<file path="config.mk">
export PLATFORM = sky130hd
export DESIGN_NAME = bce_top
export DESIGN_NICKNAME = d
export VERILOG_FILES = /design/src/logic/bce_pkg.sv /design/src/logic/bce_blk_if.sv /design/src/logic/bce_block_state.sv /design/src/logic/bce_top.sv
export SDC_FILE = /design/constraint.sdc
export NUM_CORES = 1
export LEC_CHECK = 0
export ABC_CLOCK_PERIOD_IN_PS = 7100
export BUFFER_PORTS_ARGS = -buffer_cell sky130_fd_sc_hd__buf_2
export CAP_MARGIN = 0
export CORE_MARGIN = 2
export CORE_UTILIZATION = 55
export DETAILED_ROUTE_END_ITERATION = 6
export PLACE_DENSITY = 0.95
export SYNTH_ARGS = -nofsm -noshare
export SYNTH_HDL_FRONTEND = slang
export SYNTH_SLANG_ARGS = --single-unit
</file>
<file path="constraint.sdc">
create_clock -name CLK_SYS_I -period 7.1 [get_ports CLK_SYS_I]
set_clock_uncertainty 0.05 [all_clocks]
set_input_delay 0.71 -clock CLK_SYS_I [delete_from_list [all_inputs] [get_ports CLK_SYS_I]]
set_output_delay 0.71 -clock CLK_SYS_I [all_outputs]
set_load 0.02 [all_outputs]
</file>
<file path="src/logic/bce_pkg.sv">
package bce_pkg;

    // ------------------------------------------------------------
    // Decoded operation classes
    // ------------------------------------------------------------
    typedef enum logic [2:0] {
        OP_OTHER    = 3'h0,
        OP_JUMP     = 3'h1,
        OP_CALL     = 3'h2,
        OP_JUMP_REG = 3'h3,
        OP_CALL_REG = 3'h4,
        OP_JZ       = 3'h5,
        OP_JNZ      = 3'h6,
        OP_PREFIX   = 3'h7
    } bce_op_t;

    // ------------------------------------------------------------
    // Constants
    // ------------------------------------------------------------
    localparam logic [3:0]         BCE_COND_AL    = 4'hE;
    localparam logic [3:0]         BCE_LINK_REG   = 4'hE;
    localparam logic [3:0]         BCE_LOW_REG_MAX = 4'h7;
    localparam logic [2:0]         BCE_BLOCK_MAX  = 3'h4;
    localparam logic signed [31:0] BCE_NEAR_SPAN  = 32'sh0010_0000;
    localparam logic signed [31:0] BCE_FAR_SPAN   = 32'sh0100_0000;
    localparam logic signed [31:0] BCE_CZ_MIN     = 32'sh0000_0004;
    localparam logic signed [31:0] BCE_CZ_MAX     = 32'sh0000_0082;
    localparam logic [31:0]        BCE_STEP_NARROW = 32'h0000_0002;
    localparam logic [31:0]        BCE_STEP_WIDE  = 32'h0000_0004;
    localparam int                 BCE_FLAG_N     = 3;
    localparam int                 BCE_FLAG_Z     = 2;
    localparam int                 BCE_FLAG_C     = 1;
    localparam int                 BCE_FLAG_V     = 0;
    localparam int                 BCE_BLK_W      = 11;

    // ------------------------------------------------------------
    // State types
    // ------------------------------------------------------------
    typedef struct packed {
        logic [3:0] base;
        logic [3:0] inv;
        logic [2:0] left;
    } bce_blk_t;

    typedef struct packed {
        logic                 redirect;
        logic [31:0]          pc;
        logic                 link_we;
        logic [31:0]          link;
        logic                 trap_state;
        logic                 trap_decode;
        logic                 exec_en;
        logic [BCE_BLK_W-1:0] saved;
    } bce_top_t;

    // Condition test on {N,Z,C,V}; codes 111x always pass
    function automatic logic bce_cond_pass(input logic [3:0] c, input logic [3:0] f);
        logic r;
        r = 1'b1;
        case (c[3:1])
            3'h0: r = f[BCE_FLAG_Z];
            3'h1: r = f[BCE_FLAG_C];
            3'h2: r = f[BCE_FLAG_N];
            3'h3: r = f[BCE_FLAG_V];
            3'h4: r = f[BCE_FLAG_C] & ~f[BCE_FLAG_Z];
            3'h5: r = (f[BCE_FLAG_N] == f[BCE_FLAG_V]);
            3'h6: r = ~f[BCE_FLAG_Z] & (f[BCE_FLAG_N] == f[BCE_FLAG_V]);
            default: r = 1'b1;
        endcase
        if ((c[3:1] != 3'h7) && c[0]) begin
            r = ~r;
        end
        return r;
    endfunction

endpackage

</file>
<file path="src/logic/bce_blk_if.sv">
`timescale 1ns/1ps
`default_nettype none
interface bce_blk_if;
    import bce_pkg::*;
    logic                 load;
    logic                 advance;
    logic                 flush;
    logic                 save;
    logic                 restore;
    logic [3:0]           base;
    logic [2:0]           inv;
    logic [2:0]           len;
    logic [BCE_BLK_W-1:0] restore_state;
    logic [BCE_BLK_W-1:0] saved_state;
    logic                 active;
    logic [3:0]           cur_cond;

    modport ctl (
        output load, advance, flush, save, restore, base, inv, len, restore_state,
        input  saved_state, active, cur_cond
    );
    modport blk (
        input  load, advance, flush, save, restore, base, inv, len, restore_state,
        output saved_state, active, cur_cond
    );
endinterface
`default_nettype wire

</file>
<file path="src/logic/bce_block_state.sv">
`timescale 1ns/1ps
`default_nettype none
module bce_block_state (
    // Clock and reset
    input  wire logic clk_i,
    input  wire logic rst_n_i,
    // Control from the branch unit
    bce_blk_if.blk    blk
);
    import bce_pkg::*;

    bce_blk_t r;
    bce_blk_t nxt;

    // ------------------------------------------------------------
    // Predicated block tracking
    // ------------------------------------------------------------
    always_comb begin
        nxt = r;
        if (blk.restore) begin
            nxt = bce_blk_t'(blk.restore_state);
        end else if (blk.save || blk.flush) begin
            nxt = '0;
        end else if (blk.load) begin
            nxt.base = blk.base;
            nxt.inv  = {blk.inv, 1'b0};
            nxt.left = blk.len;
        end else if (blk.advance && (r.left != 3'h0)) begin
            nxt.inv  = r.inv >> 1;
            nxt.left = r.left - 3'h1;
        end
    end

    always_ff @(posedge clk_i or negedge rst_n_i) begin
        if (!rst_n_i) begin
            r <= '0;
        end else begin
            r <= nxt;
        end
    end

    assign blk.active      = (r.left != 3'h0);
    assign blk.cur_cond    = {r.base[3:1], r.base[0] ^ r.inv[0]};
    assign blk.saved_state = r;
endmodule
`default_nettype wire

</file>
<file path="src/logic/bce_top.sv">
`timescale 1ns/1ps
`default_nettype none
module bce_top (
    // Clock and reset
    input  wire logic                      CLK_SYS_I,
    input  wire logic                      RESET_N_I,
    // Decoded instruction
    input  wire logic                      INSN_VALID_I,
    input  wire bce_pkg::bce_op_t          INSN_OP_I,
    input  wire logic [3:0]                INSN_COND_I,
    input  wire logic [31:0]               INSN_ADDR_I,
    input  wire logic                      INSN_WIDE_I,
    input  wire logic [31:0]               INSN_DISP_I,
    input  wire logic [2:0]                PREFIX_LEN_I,
    input  wire logic [2:0]                PREFIX_INV_I,
    // Operands and flags
    input  wire logic [31:0]               TARGET_REG_VAL_I,
    input  wire logic [3:0]                OPERAND_REG_IDX_I,
    input  wire logic [31:0]               OPERAND_REG_VAL_I,
    input  wire logic [3:0]                FLAGS_I,
    // Exception entry and return
    input  wire logic                      EXC_ENTRY_I,
    input  wire logic                      EXC_RETURN_I,
    input  wire logic [bce_pkg::BCE_BLK_W-1:0] EXC_STATE_I,
    // Program counter and link
    output logic                           REDIRECT_O,
    output logic [31:0]                    REDIRECT_PC_O,
    output logic                           LINK_WE_O,
    output logic [31:0]                    LINK_DATA_O,
    // Traps and status
    output logic                           TRAP_STATE_O,
    output logic                           TRAP_DECODE_O,
    output logic                           EXEC_EN_O,
    output logic [bce_pkg::BCE_BLK_W-1:0]  SAVED_STATE_O
);
    import bce_pkg::*;

    bce_top_t          r;
    bce_top_t          nxt;
    bce_blk_if         blk ();

    logic              go;
    logic              in_blk;
    logic [3:0]        eff_cond;
    logic              pass;
    logic              is_dir;
    logic              is_reg;
    logic              is_call;
    logic              is_cz;
    logic              cz_hit;
    logic              near_ok;
    logic              far_ok;
    logic              cz_ok;
    logic              bad_dec;
    logic              bad_state;
    logic              take;
    logic [31:0]       tgt;
    logic [31:0]       next_addr;
    logic signed [31:0] sd;

    // ------------------------------------------------------------
    // Predicated block state
    // ------------------------------------------------------------
    bce_block_state u_blk (
        .clk_i   (CLK_SYS_I),
        .rst_n_i (RESET_N_I),
        .blk     (blk)
    );

    // ------------------------------------------------------------
    // Decode and condition
    // ------------------------------------------------------------
    always_comb begin
        go       = INSN_VALID_I && !EXC_ENTRY_I;
        in_blk   = blk.active;
        sd       = $signed(INSN_DISP_I);
        is_dir   = (INSN_OP_I == OP_JUMP) || (INSN_OP_I == OP_CALL);
        is_reg   = (INSN_OP_I == OP_JUMP_REG) || (INSN_OP_I == OP_CALL_REG);
        is_call  = (INSN_OP_I == OP_CALL) || (INSN_OP_I == OP_CALL_REG);
        is_cz    = (INSN_OP_I == OP_JZ) || (INSN_OP_I == OP_JNZ);
        // Only the direct jump carries its own condition outside a block
        if (in_blk) begin
            eff_cond = blk.cur_cond;
        end else if (INSN_OP_I == OP_JUMP) begin
            eff_cond = INSN_COND_I;
        end else begin
            eff_cond = BCE_COND_AL;
        end
        // Flags are only read here, never written back
        pass     = bce_cond_pass(eff_cond, FLAGS_I);
        if (INSN_OP_I == OP_JZ) begin
            cz_hit = (OPERAND_REG_VAL_I == 32'h0000_0000);
        end else begin
            cz_hit = (OPERAND_REG_VAL_I != 32'h0000_0000);
        end
        near_ok  = (sd >= -BCE_NEAR_SPAN) && (sd < BCE_NEAR_SPAN);
        far_ok   = (sd >= -BCE_FAR_SPAN) && (sd < BCE_FAR_SPAN);
        cz_ok    = (sd >= BCE_CZ_MIN) && (sd <= BCE_CZ_MAX);
        bad_dec  = 1'b0;
        if ((INSN_OP_I == OP_JUMP) && (INSN_COND_I != BCE_COND_AL) && !in_blk
            && !near_ok) begin
            bad_dec = 1'b1;
        end
        if (is_dir && !far_ok) begin
            bad_dec = 1'b1;
        end
        if (is_cz && ((OPERAND_REG_IDX_I > BCE_LOW_REG_MAX) || !cz_ok || in_blk)) begin
            bad_dec = 1'b1;
        end
        if ((INSN_OP_I == OP_PREFIX) && ((PREFIX_LEN_I == 3'h0)
            || (PREFIX_LEN_I > BCE_BLOCK_MAX) || in_blk)) begin
            bad_dec = 1'b1;
        end
        bad_state = is_reg && pass && !TARGET_REG_VAL_I[0];
        take      = go && !bad_dec && !bad_state
                    && ((pass && (is_dir || is_reg)) || (is_cz && cz_hit));
        if (is_reg) begin
            tgt = {TARGET_REG_VAL_I[31:1], 1'b0};
        end else begin
            tgt = INSN_ADDR_I + INSN_DISP_I;
        end
        next_addr = INSN_ADDR_I + (INSN_WIDE_I ? BCE_STEP_WIDE : BCE_STEP_NARROW);
    end

    // ------------------------------------------------------------
    // Block control
    // ------------------------------------------------------------
    assign blk.load          = go && (INSN_OP_I == OP_PREFIX) && !bad_dec;
    assign blk.advance       = go && (INSN_OP_I != OP_PREFIX) && in_blk;
    assign blk.flush         = take;
    assign blk.save          = EXC_ENTRY_I;
    assign blk.restore       = EXC_RETURN_I;
    assign blk.base          = INSN_COND_I;
    assign blk.inv           = PREFIX_INV_I;
    assign blk.len           = PREFIX_LEN_I;
    assign blk.restore_state = EXC_STATE_I;

    // ------------------------------------------------------------
    // Result registers
    // ------------------------------------------------------------
    always_comb begin
        nxt             = r;
        nxt.redirect    = take;
        nxt.pc          = take ? tgt : r.pc;
        nxt.link_we     = take && is_call;
        nxt.link        = (take && is_call) ? next_addr : r.link;
        nxt.trap_state  = go && !bad_dec && bad_state;
        nxt.trap_decode = go && bad_dec;
        nxt.exec_en     = go && !bad_dec && pass;
        nxt.saved       = EXC_ENTRY_I ? blk.saved_state : r.saved;
    end

    always_ff @(posedge CLK_SYS_I or negedge RESET_N_I) begin
        if (!RESET_N_I) begin
            r <= '0;
        end else begin
            r <= nxt;
        end
    end

    assign REDIRECT_O    = r.redirect;
    assign REDIRECT_PC_O = r.pc;
    assign LINK_WE_O     = r.link_we;
    assign LINK_DATA_O   = r.link;
    assign TRAP_STATE_O  = r.trap_state;
    assign TRAP_DECODE_O = r.trap_decode;
    assign EXEC_EN_O     = r.exec_en;
    assign SAVED_STATE_O = r.saved;
endmodule
`default_nettype wire

</file>
* Yosys cells after proc, flatten, opt, wreduce, memory -nomap -nowiden
Index checks and enable logic that the tools add are counted.
** Word-level totals
- Register bits :: 91
- Input port bits :: 166
- Output and inout port bits :: 80
- Word-level logic and storage cells :: 113
** Cells by class
- Add/sub/neg operators :: 3
- $lt $le $gt $ge :: 8
- Equality and inequality tests :: 17
- Multiplexer cells :: 16
- Bitwise operators :: 5
- Reduce and logical (&&, ||, !) cells :: 53
** Operators by type and width (number)
- $add 32x3->32 :: 1
- $add 32x32->32 :: 1
- $ge 32x21->1 const B :: 1
- $ge 32x25->1 const B :: 1
- $ge 32x4->1 const B :: 1
- $le 32x9->1 const B :: 1
- $logic_not 32->1 :: 1
- $lt 32x22->1 const B :: 1
- $lt 32x26->1 const B :: 1
- $mux 32 :: 1
- $reduce_bool 32->1 :: 1
- $logic_and 1x1->1 :: 27
- $mux 11 :: 2
- $eq 3x3->1 const B :: 7
- $mux 7 :: 2
- $eq 3x2->1 const B :: 4
- $mux 4 :: 3
- $logic_or 1x1->1 :: 11
- $logic_not 1->1 :: 8
- $pmux 1 s7 :: 1
- $eq 3x1->1 const B :: 2
- $logic_not 3->1 :: 2
- $mux 1 :: 6
- $ne 3x3->1 const B :: 2
- 11 further kinds :: 14

* Depth between registers and ports, before layout
- Word-level depth :: 15
- Gate-level depth with buffers :: 15
- Gate-level depth less buffers :: 11

* Hierarchy
Synthesis repeated with hierarchy kept, for this count alone.
** Second synthesis, totals
- Cells, all modules :: 756
- Area total of the unflattened synthesis :: 6862.8 µm²
** By module, submodules not included
- bce_top :: times used 1, cells each 667, area an instance 6115.9 µm², sequential area each 2001.9 µm²
- bce_block_state :: times used 1, cells each 89, area an instance 747.0 µm², sequential area each 275.3 µm²

* Least setup slack after synthesis
OpenSTA, ideal clock, no wires.
- Path type :: input -> register
- From :: input port INSN_OP_I[1]
- To :: register r (netlist bit LINK_DATA_O[10])
- Setup time :: 125 ps
- Arrival time :: 3042 ps
- Required time :: 6925 ps
- Setup slack :: 3883 ps
- Stages on the path :: 11
- Buffers on the path :: 3
- Cells stage by stage :: buf_6 -> or3b_1 -> o22ai_1 -> o211ai_1 -> a22oi_2 -> mux2i_1 -> o21ai_1 -> or3_1 -> buf_2 -> buf_6 -> mux2_4
** On the way
- Longest elaborated chain between the ends :: 13
- Elaborated cells between the ends (all ways) :: 48
- Classes of those cells :: eq/ne (14); mux (9); bitwise (1); reduce/logical (24)
** RTL lines
- start: declaration :: RTL line bce_top.sv:9 : input wire bce_pkg::bce_op_t INSN_OP_I,
- $eq 3x1->1 :: RTL line bce_top.sv:77, bce_top.sv:84, bce_top.sv:100
- $mux 4 / $logic_and 1x1->1 (equally long branches) :: RTL line bce_top.sv:84, bce_top.sv:100
- $mux 4 / $logic_and 1x1->1 (equally long branches) :: RTL line bce_top.sv:82, bce_top.sv:100
- $eq 3x3->1 (tied with other cells) :: RTL line bce_pkg.sv:60 : case (c[3:1])
- $pmux 1 s7 / $mux 1 (equally long branches) :: RTL line bce_pkg.sv:60, bce_top.sv:100
- $not 1->1 / $mux 1 (equally long branches) :: RTL line bce_pkg.sv:71, bce_top.sv:104
- $mux 1, on equally long branches :: RTL line bce_pkg.sv:70, bce_top.sv:107
- $logic_and 1x1->1 / $mux 1 (equally long branches) :: RTL line bce_top.sv:114, bce_top.sv:110
- $logic_and 1x1->1 / $logic_not 1->1 (equally long branches) :: RTL line bce_top.sv:114, bce_top.sv:115
- $logic_not 1->1 / $logic_and 1x1->1 (equally long branches) :: RTL line bce_top.sv:115 : take = go && !bad_dec && !bad_state
- $logic_and 1x1->1 :: RTL line bce_top.sv:115
- $logic_and 1x1->1 :: RTL line bce_top.sv:116 : && ((pass && (is_dir || is_reg)) || (is_cz && cz_hit));
- $logic_and 1x1->1 (*) :: RTL line bce_top.sv:146 : nxt.link = (take && is_call) ? next_addr : r.link;
- end signal: assignment :: RTL line bce_top.sv:157 : r <= nxt;
- end: declaration :: RTL line bce_top.sv:38 : bce_top_t r;
Mark *: on every way between the ends. The rest lies on a longest branch, timed or not.
A chain may end at the register's enable or synchronous reset.

* Worst setup path in the final report
- From :: register u_blk.r (netlist bit u_blk.blk.saved_state[0])
- To :: register r (netlist bit LINK_DATA_O[10])
** On the way
- Longest elaborated chain between the ends :: 13
- Elaborated cells between the ends (all ways) :: 35
- Classes of those cells :: eq/ne (7); mux (7); bitwise (1); reduce/logical (20)
** RTL lines
- start: declaration :: RTL line bce_block_state.sv:12 : bce_blk_t r;
- start signal: assignment :: RTL line bce_block_state.sv:38 : r <= nxt;
- $reduce_bool 3->1 (*) :: RTL line bce_block_state.sv:42 : assign blk.active = (r.left != 3'h0);
- parallel branches: the longest is 10 deep, another holds $pmux 1 s7
- $logic_and 1x1->1 (*) :: RTL line bce_top.sv:116
- $logic_and 1x1->1 (*) :: RTL line bce_top.sv:146
Every way passes the cells marked *.

==> results by group <==
Setup path
  • Req. time, crit path: between 7000 and 8000 ps
  • Bufs and invs on worst path: 1
  • CP Capture Type: flop
  • Worst path top cell family by delay: simple AND/OR/NAND/NOR gates
  • Crit path largest cell delay: 920 ps
  • Crit path max fanout: 33
  • CP cell instances: inv_1, ha_1, ha_1, and4bb_1, a32o_1, a211oi_2, a22oi_2, mux2i_1, o21ai_4, or3_2, mux2_4
  • Reg-to-reg slack, setup: ~2900 ps
  • Crit start category: flop
  • WP data arrival: 4340 ps
  • Cell at the slowest stage of the critical path: or3_2
  • Most common cell on crit path: ha_1
  • Critical path class: flop to flop

Synthesis
  • Synth unique cells: 70
  • Synthesized area: between 6000 and 7000 sq um
  • Warnings from Yosys: 0
  • Avg Inst Size Synth: 9.14 sq um
  • Post-synth EDFFs: 0
  • Sequential share of the synthesized area: between 30 and 40%
  • Syn_nets: between 900 and 1k
  • Post-synth top area share: 33.1%
  • Ys async rst share: 100%
  • Mapped Cells: about 750
  • Main synth FF type: dfrtp_1
  • Largest area contributor in the netlist: dfrtp_1
  • Leading post-synthesis cells by cell area: dfrtp_1 33%, ha_1 6.4%, mux2_4 6.1%, xnor2_1 4.6%, a21oi_1 3.9%
  • Synth Register Bits: 91

Clock tree
  • Post-CTS setup buffers: 0
  • Clock slew at reported path FFs: 70 ps
  • Clk buf depth: 2
  • Clk_lat worst skew: ~350 ps
  • Post-cts sizing count: 0
  • CTS tree: built
  • Root Driver: clkbuf_16
  • CTS Buf Count: 9
  • # clock sinks: approximately 90
  • Hold buffers post-CTS: 0
  • H-tree levels: 3

Final layout
  • P&R area growth vs syn: 23.8%
  • Non-filler instance count after layout: around 1.2k
  • Layout net count: 1180
  • Share of layout cells above drive strength 1: 33.8%
  • Final Instance Area: ~8500 sq um
  • Most common cell after layout, fill and taps aside: buf_2
  • Most frequent cells in the layout: 241 x buf_2, 91 x dfrtp_1, 65 x nand2_1

Place
  • Dpl cell area: a little over 8000 sq um
  • Number of instances in the placed design: ~1.1k
  • Worst slack, placed: 2890 ps
  • I/O Buffers: 242
  • Placer congestion estimate: about 0.96
  • HPWL after detailed placement: around 16000 microns

Global route
  • GR Overflow Total: 0
  • Largest net degree at the start of global routing: 67
  • Global-route wire length before repair: between 30000 and 40000 microns
  • GR Util All Layers: between 30% and 40%
  • Antenna violations before repair: 2
  • Vias in the first global route: approximately 6.5k

STA
  • Tmin final: 4150 ps
  • Pins over their slew limit: 0
  • Worst-margin pin slew: ~1100 ps
  • RSZ-0062 raised after global routing: no
  • Final setup TNS: 0 ps
  • Worst setup margin: slightly below 3000 ps
  • Final setup violation count: 0
  • Hold Vio Cnt, Final: 0
  • Final period util: between 50 and 60%
  • Max-slew headroom: between 20 and 30%
  • F_max: between 200 and 250 MHz

Power
  • Design Power: approximately 2.3 mW
  • PwrDens: 272 nW/um^2
  • Peak VDD IR: approximately 0.00020 V
  • Lkg Pwr: 4.21 nW

Detailed routing
  • WL final: 20800 microns
  • Iter 0 DRT Violations: 544
  • DRC violations left: 0
  • Drt wl/cell: roughly 18 microns
  • Vias per inst: approximately 5.9
  • Antenna-violating nets left: 0
  • Pre-antenna DRT Iters: 5
  • Via count: approximately 6.8k

Floorplan
  • Die span in y: between 100 and 150 microns
  • Die width: 116 microns
  • # IOs: 246
  • Starting Density: 56.8%
  • Row count: 40
  • Core Area: about 12000 sq um
  • DIE AREA: roughly 13000 sq um

Status
  • Status: complete, no violations

Worst hold path
  • Min-Delay Path Class: primary input to asynchronous set/reset pin

Flow run
  • Max-Cap Viols: 0
[through the flow]
step,util (%),hold slack (ps)
finish,70.3,310
global route,70.3,344
CTS,70.3,313
detailed placement,67.6,417
global placement,67.6,406
floorplan,-,364
[routing by layer]
layer  vias up  track usage [%]  routed length [microns]  share of wire (%)
li1       3222                -                        -                  -
met2       305             54.3                    10300                 50
met4         0             14.0                      758                3.7
met5         -                0                        0                  0
met1      3180             34.6                     8140                 39
met3        54             6.33                     1530                7.4
[cell usage after synthesis (all sizes together), types with 6 or more instances]
| master | n |
|---|---|
| mux2 | 50 |
| nor2 | 49 |
| a211oi | 11 |
| xor2 | 18 |
| or2 | 8 |
| a2bb2oi | 11 |
| nand2 | 65 |
| a21oi | 54 |
| mux2i | 13 |
| nand4 | 14 |
| or3 | 6 |
| nand3 | 27 |
| nor3b | 6 |
| nor3 | 12 |
| nor2b | 7 |
| o21ai | 48 |
| dfrtp | 91 |
| clkbuf | 19 |
| ha | 35 |
| xnor2 | 36 |
| nor4 | 16 |
| inv | 26 |
| o211ai | 10 |
| buf | 14 |
| nand2b | 16 |
| and3 | 13 |
[report_power, final]
part           internal (mW)  switching [mW]
clock network          0.309           0.215
logic                  0.412           0.577
registers              0.698           0.107
total                   1.42           0.899
[path summary, 6_finish.rpt]
| check | start | to | depth (start not counted) |
|---|---|---|---|
| max reg2reg | u_blk.blk.saved_state[0] | LINK_DATA_O[10] | 11 |
| max in group asynchronous | RESET_N_I | REDIRECT_PC_O[9] | 2 |
| max | u_blk.blk.saved_state[0] | LINK_DATA_O[10] | 11 |
| min reg2reg | REDIRECT_PC_O[11] | REDIRECT_PC_O[11] | 2 |
| min in group CLK_SYS_I | REDIRECT_PC_O[11] | REDIRECT_PC_O[11] | 2 |
| min | RESET_N_I | TRAP_STATE_O | 1 |
[layout make-up]
| type | instances | area [sq um] |
|---|---|---|
| Multi-Input combinational cell | 603 | 4360 |
| Fill cell | 967 | 3590 |
| Sequential cell | 91 | 2280 |
| Timing Repair Buffer | 246 | 1240 |
| Clock buffer | 10 | 229 |
| Tap cell | 168 | 210 |
| Inverter | 26 | 97.6 |
| Clock inverter | 6 | 88.8 |
| Antenna cell | 3 | 7.51 |
[registers in the layout (all words and copies together) (netlist names)]
signal                 cells
LINK_DATA_O               32
REDIRECT_PC_O             32
SAVED_STATE_O             11
u_blk.blk.saved_state      8
u_blk.blk.cur_cond         3
EXEC_EN_O                  1
LINK_WE_O                  1
REDIRECT_O                 1
TRAP_DECODE_O              1
TRAP_STATE_O               1
[kinds of logic after synthesis]
logic type / Yosys count / share of synthesized area (%)
buffers and inverters: 59 / 3.85
AOI/OAI and AO/OA: 191 / 18.1
xor gates and xnor gates: 54 / 6.87
adders and majority gates: 37 / 6.95
muxes: 63 / 11.6
and+or+nand+nor: 258 / 19.6
DFF: 91 / 33.1
Power figures use the tool's default switching activity.
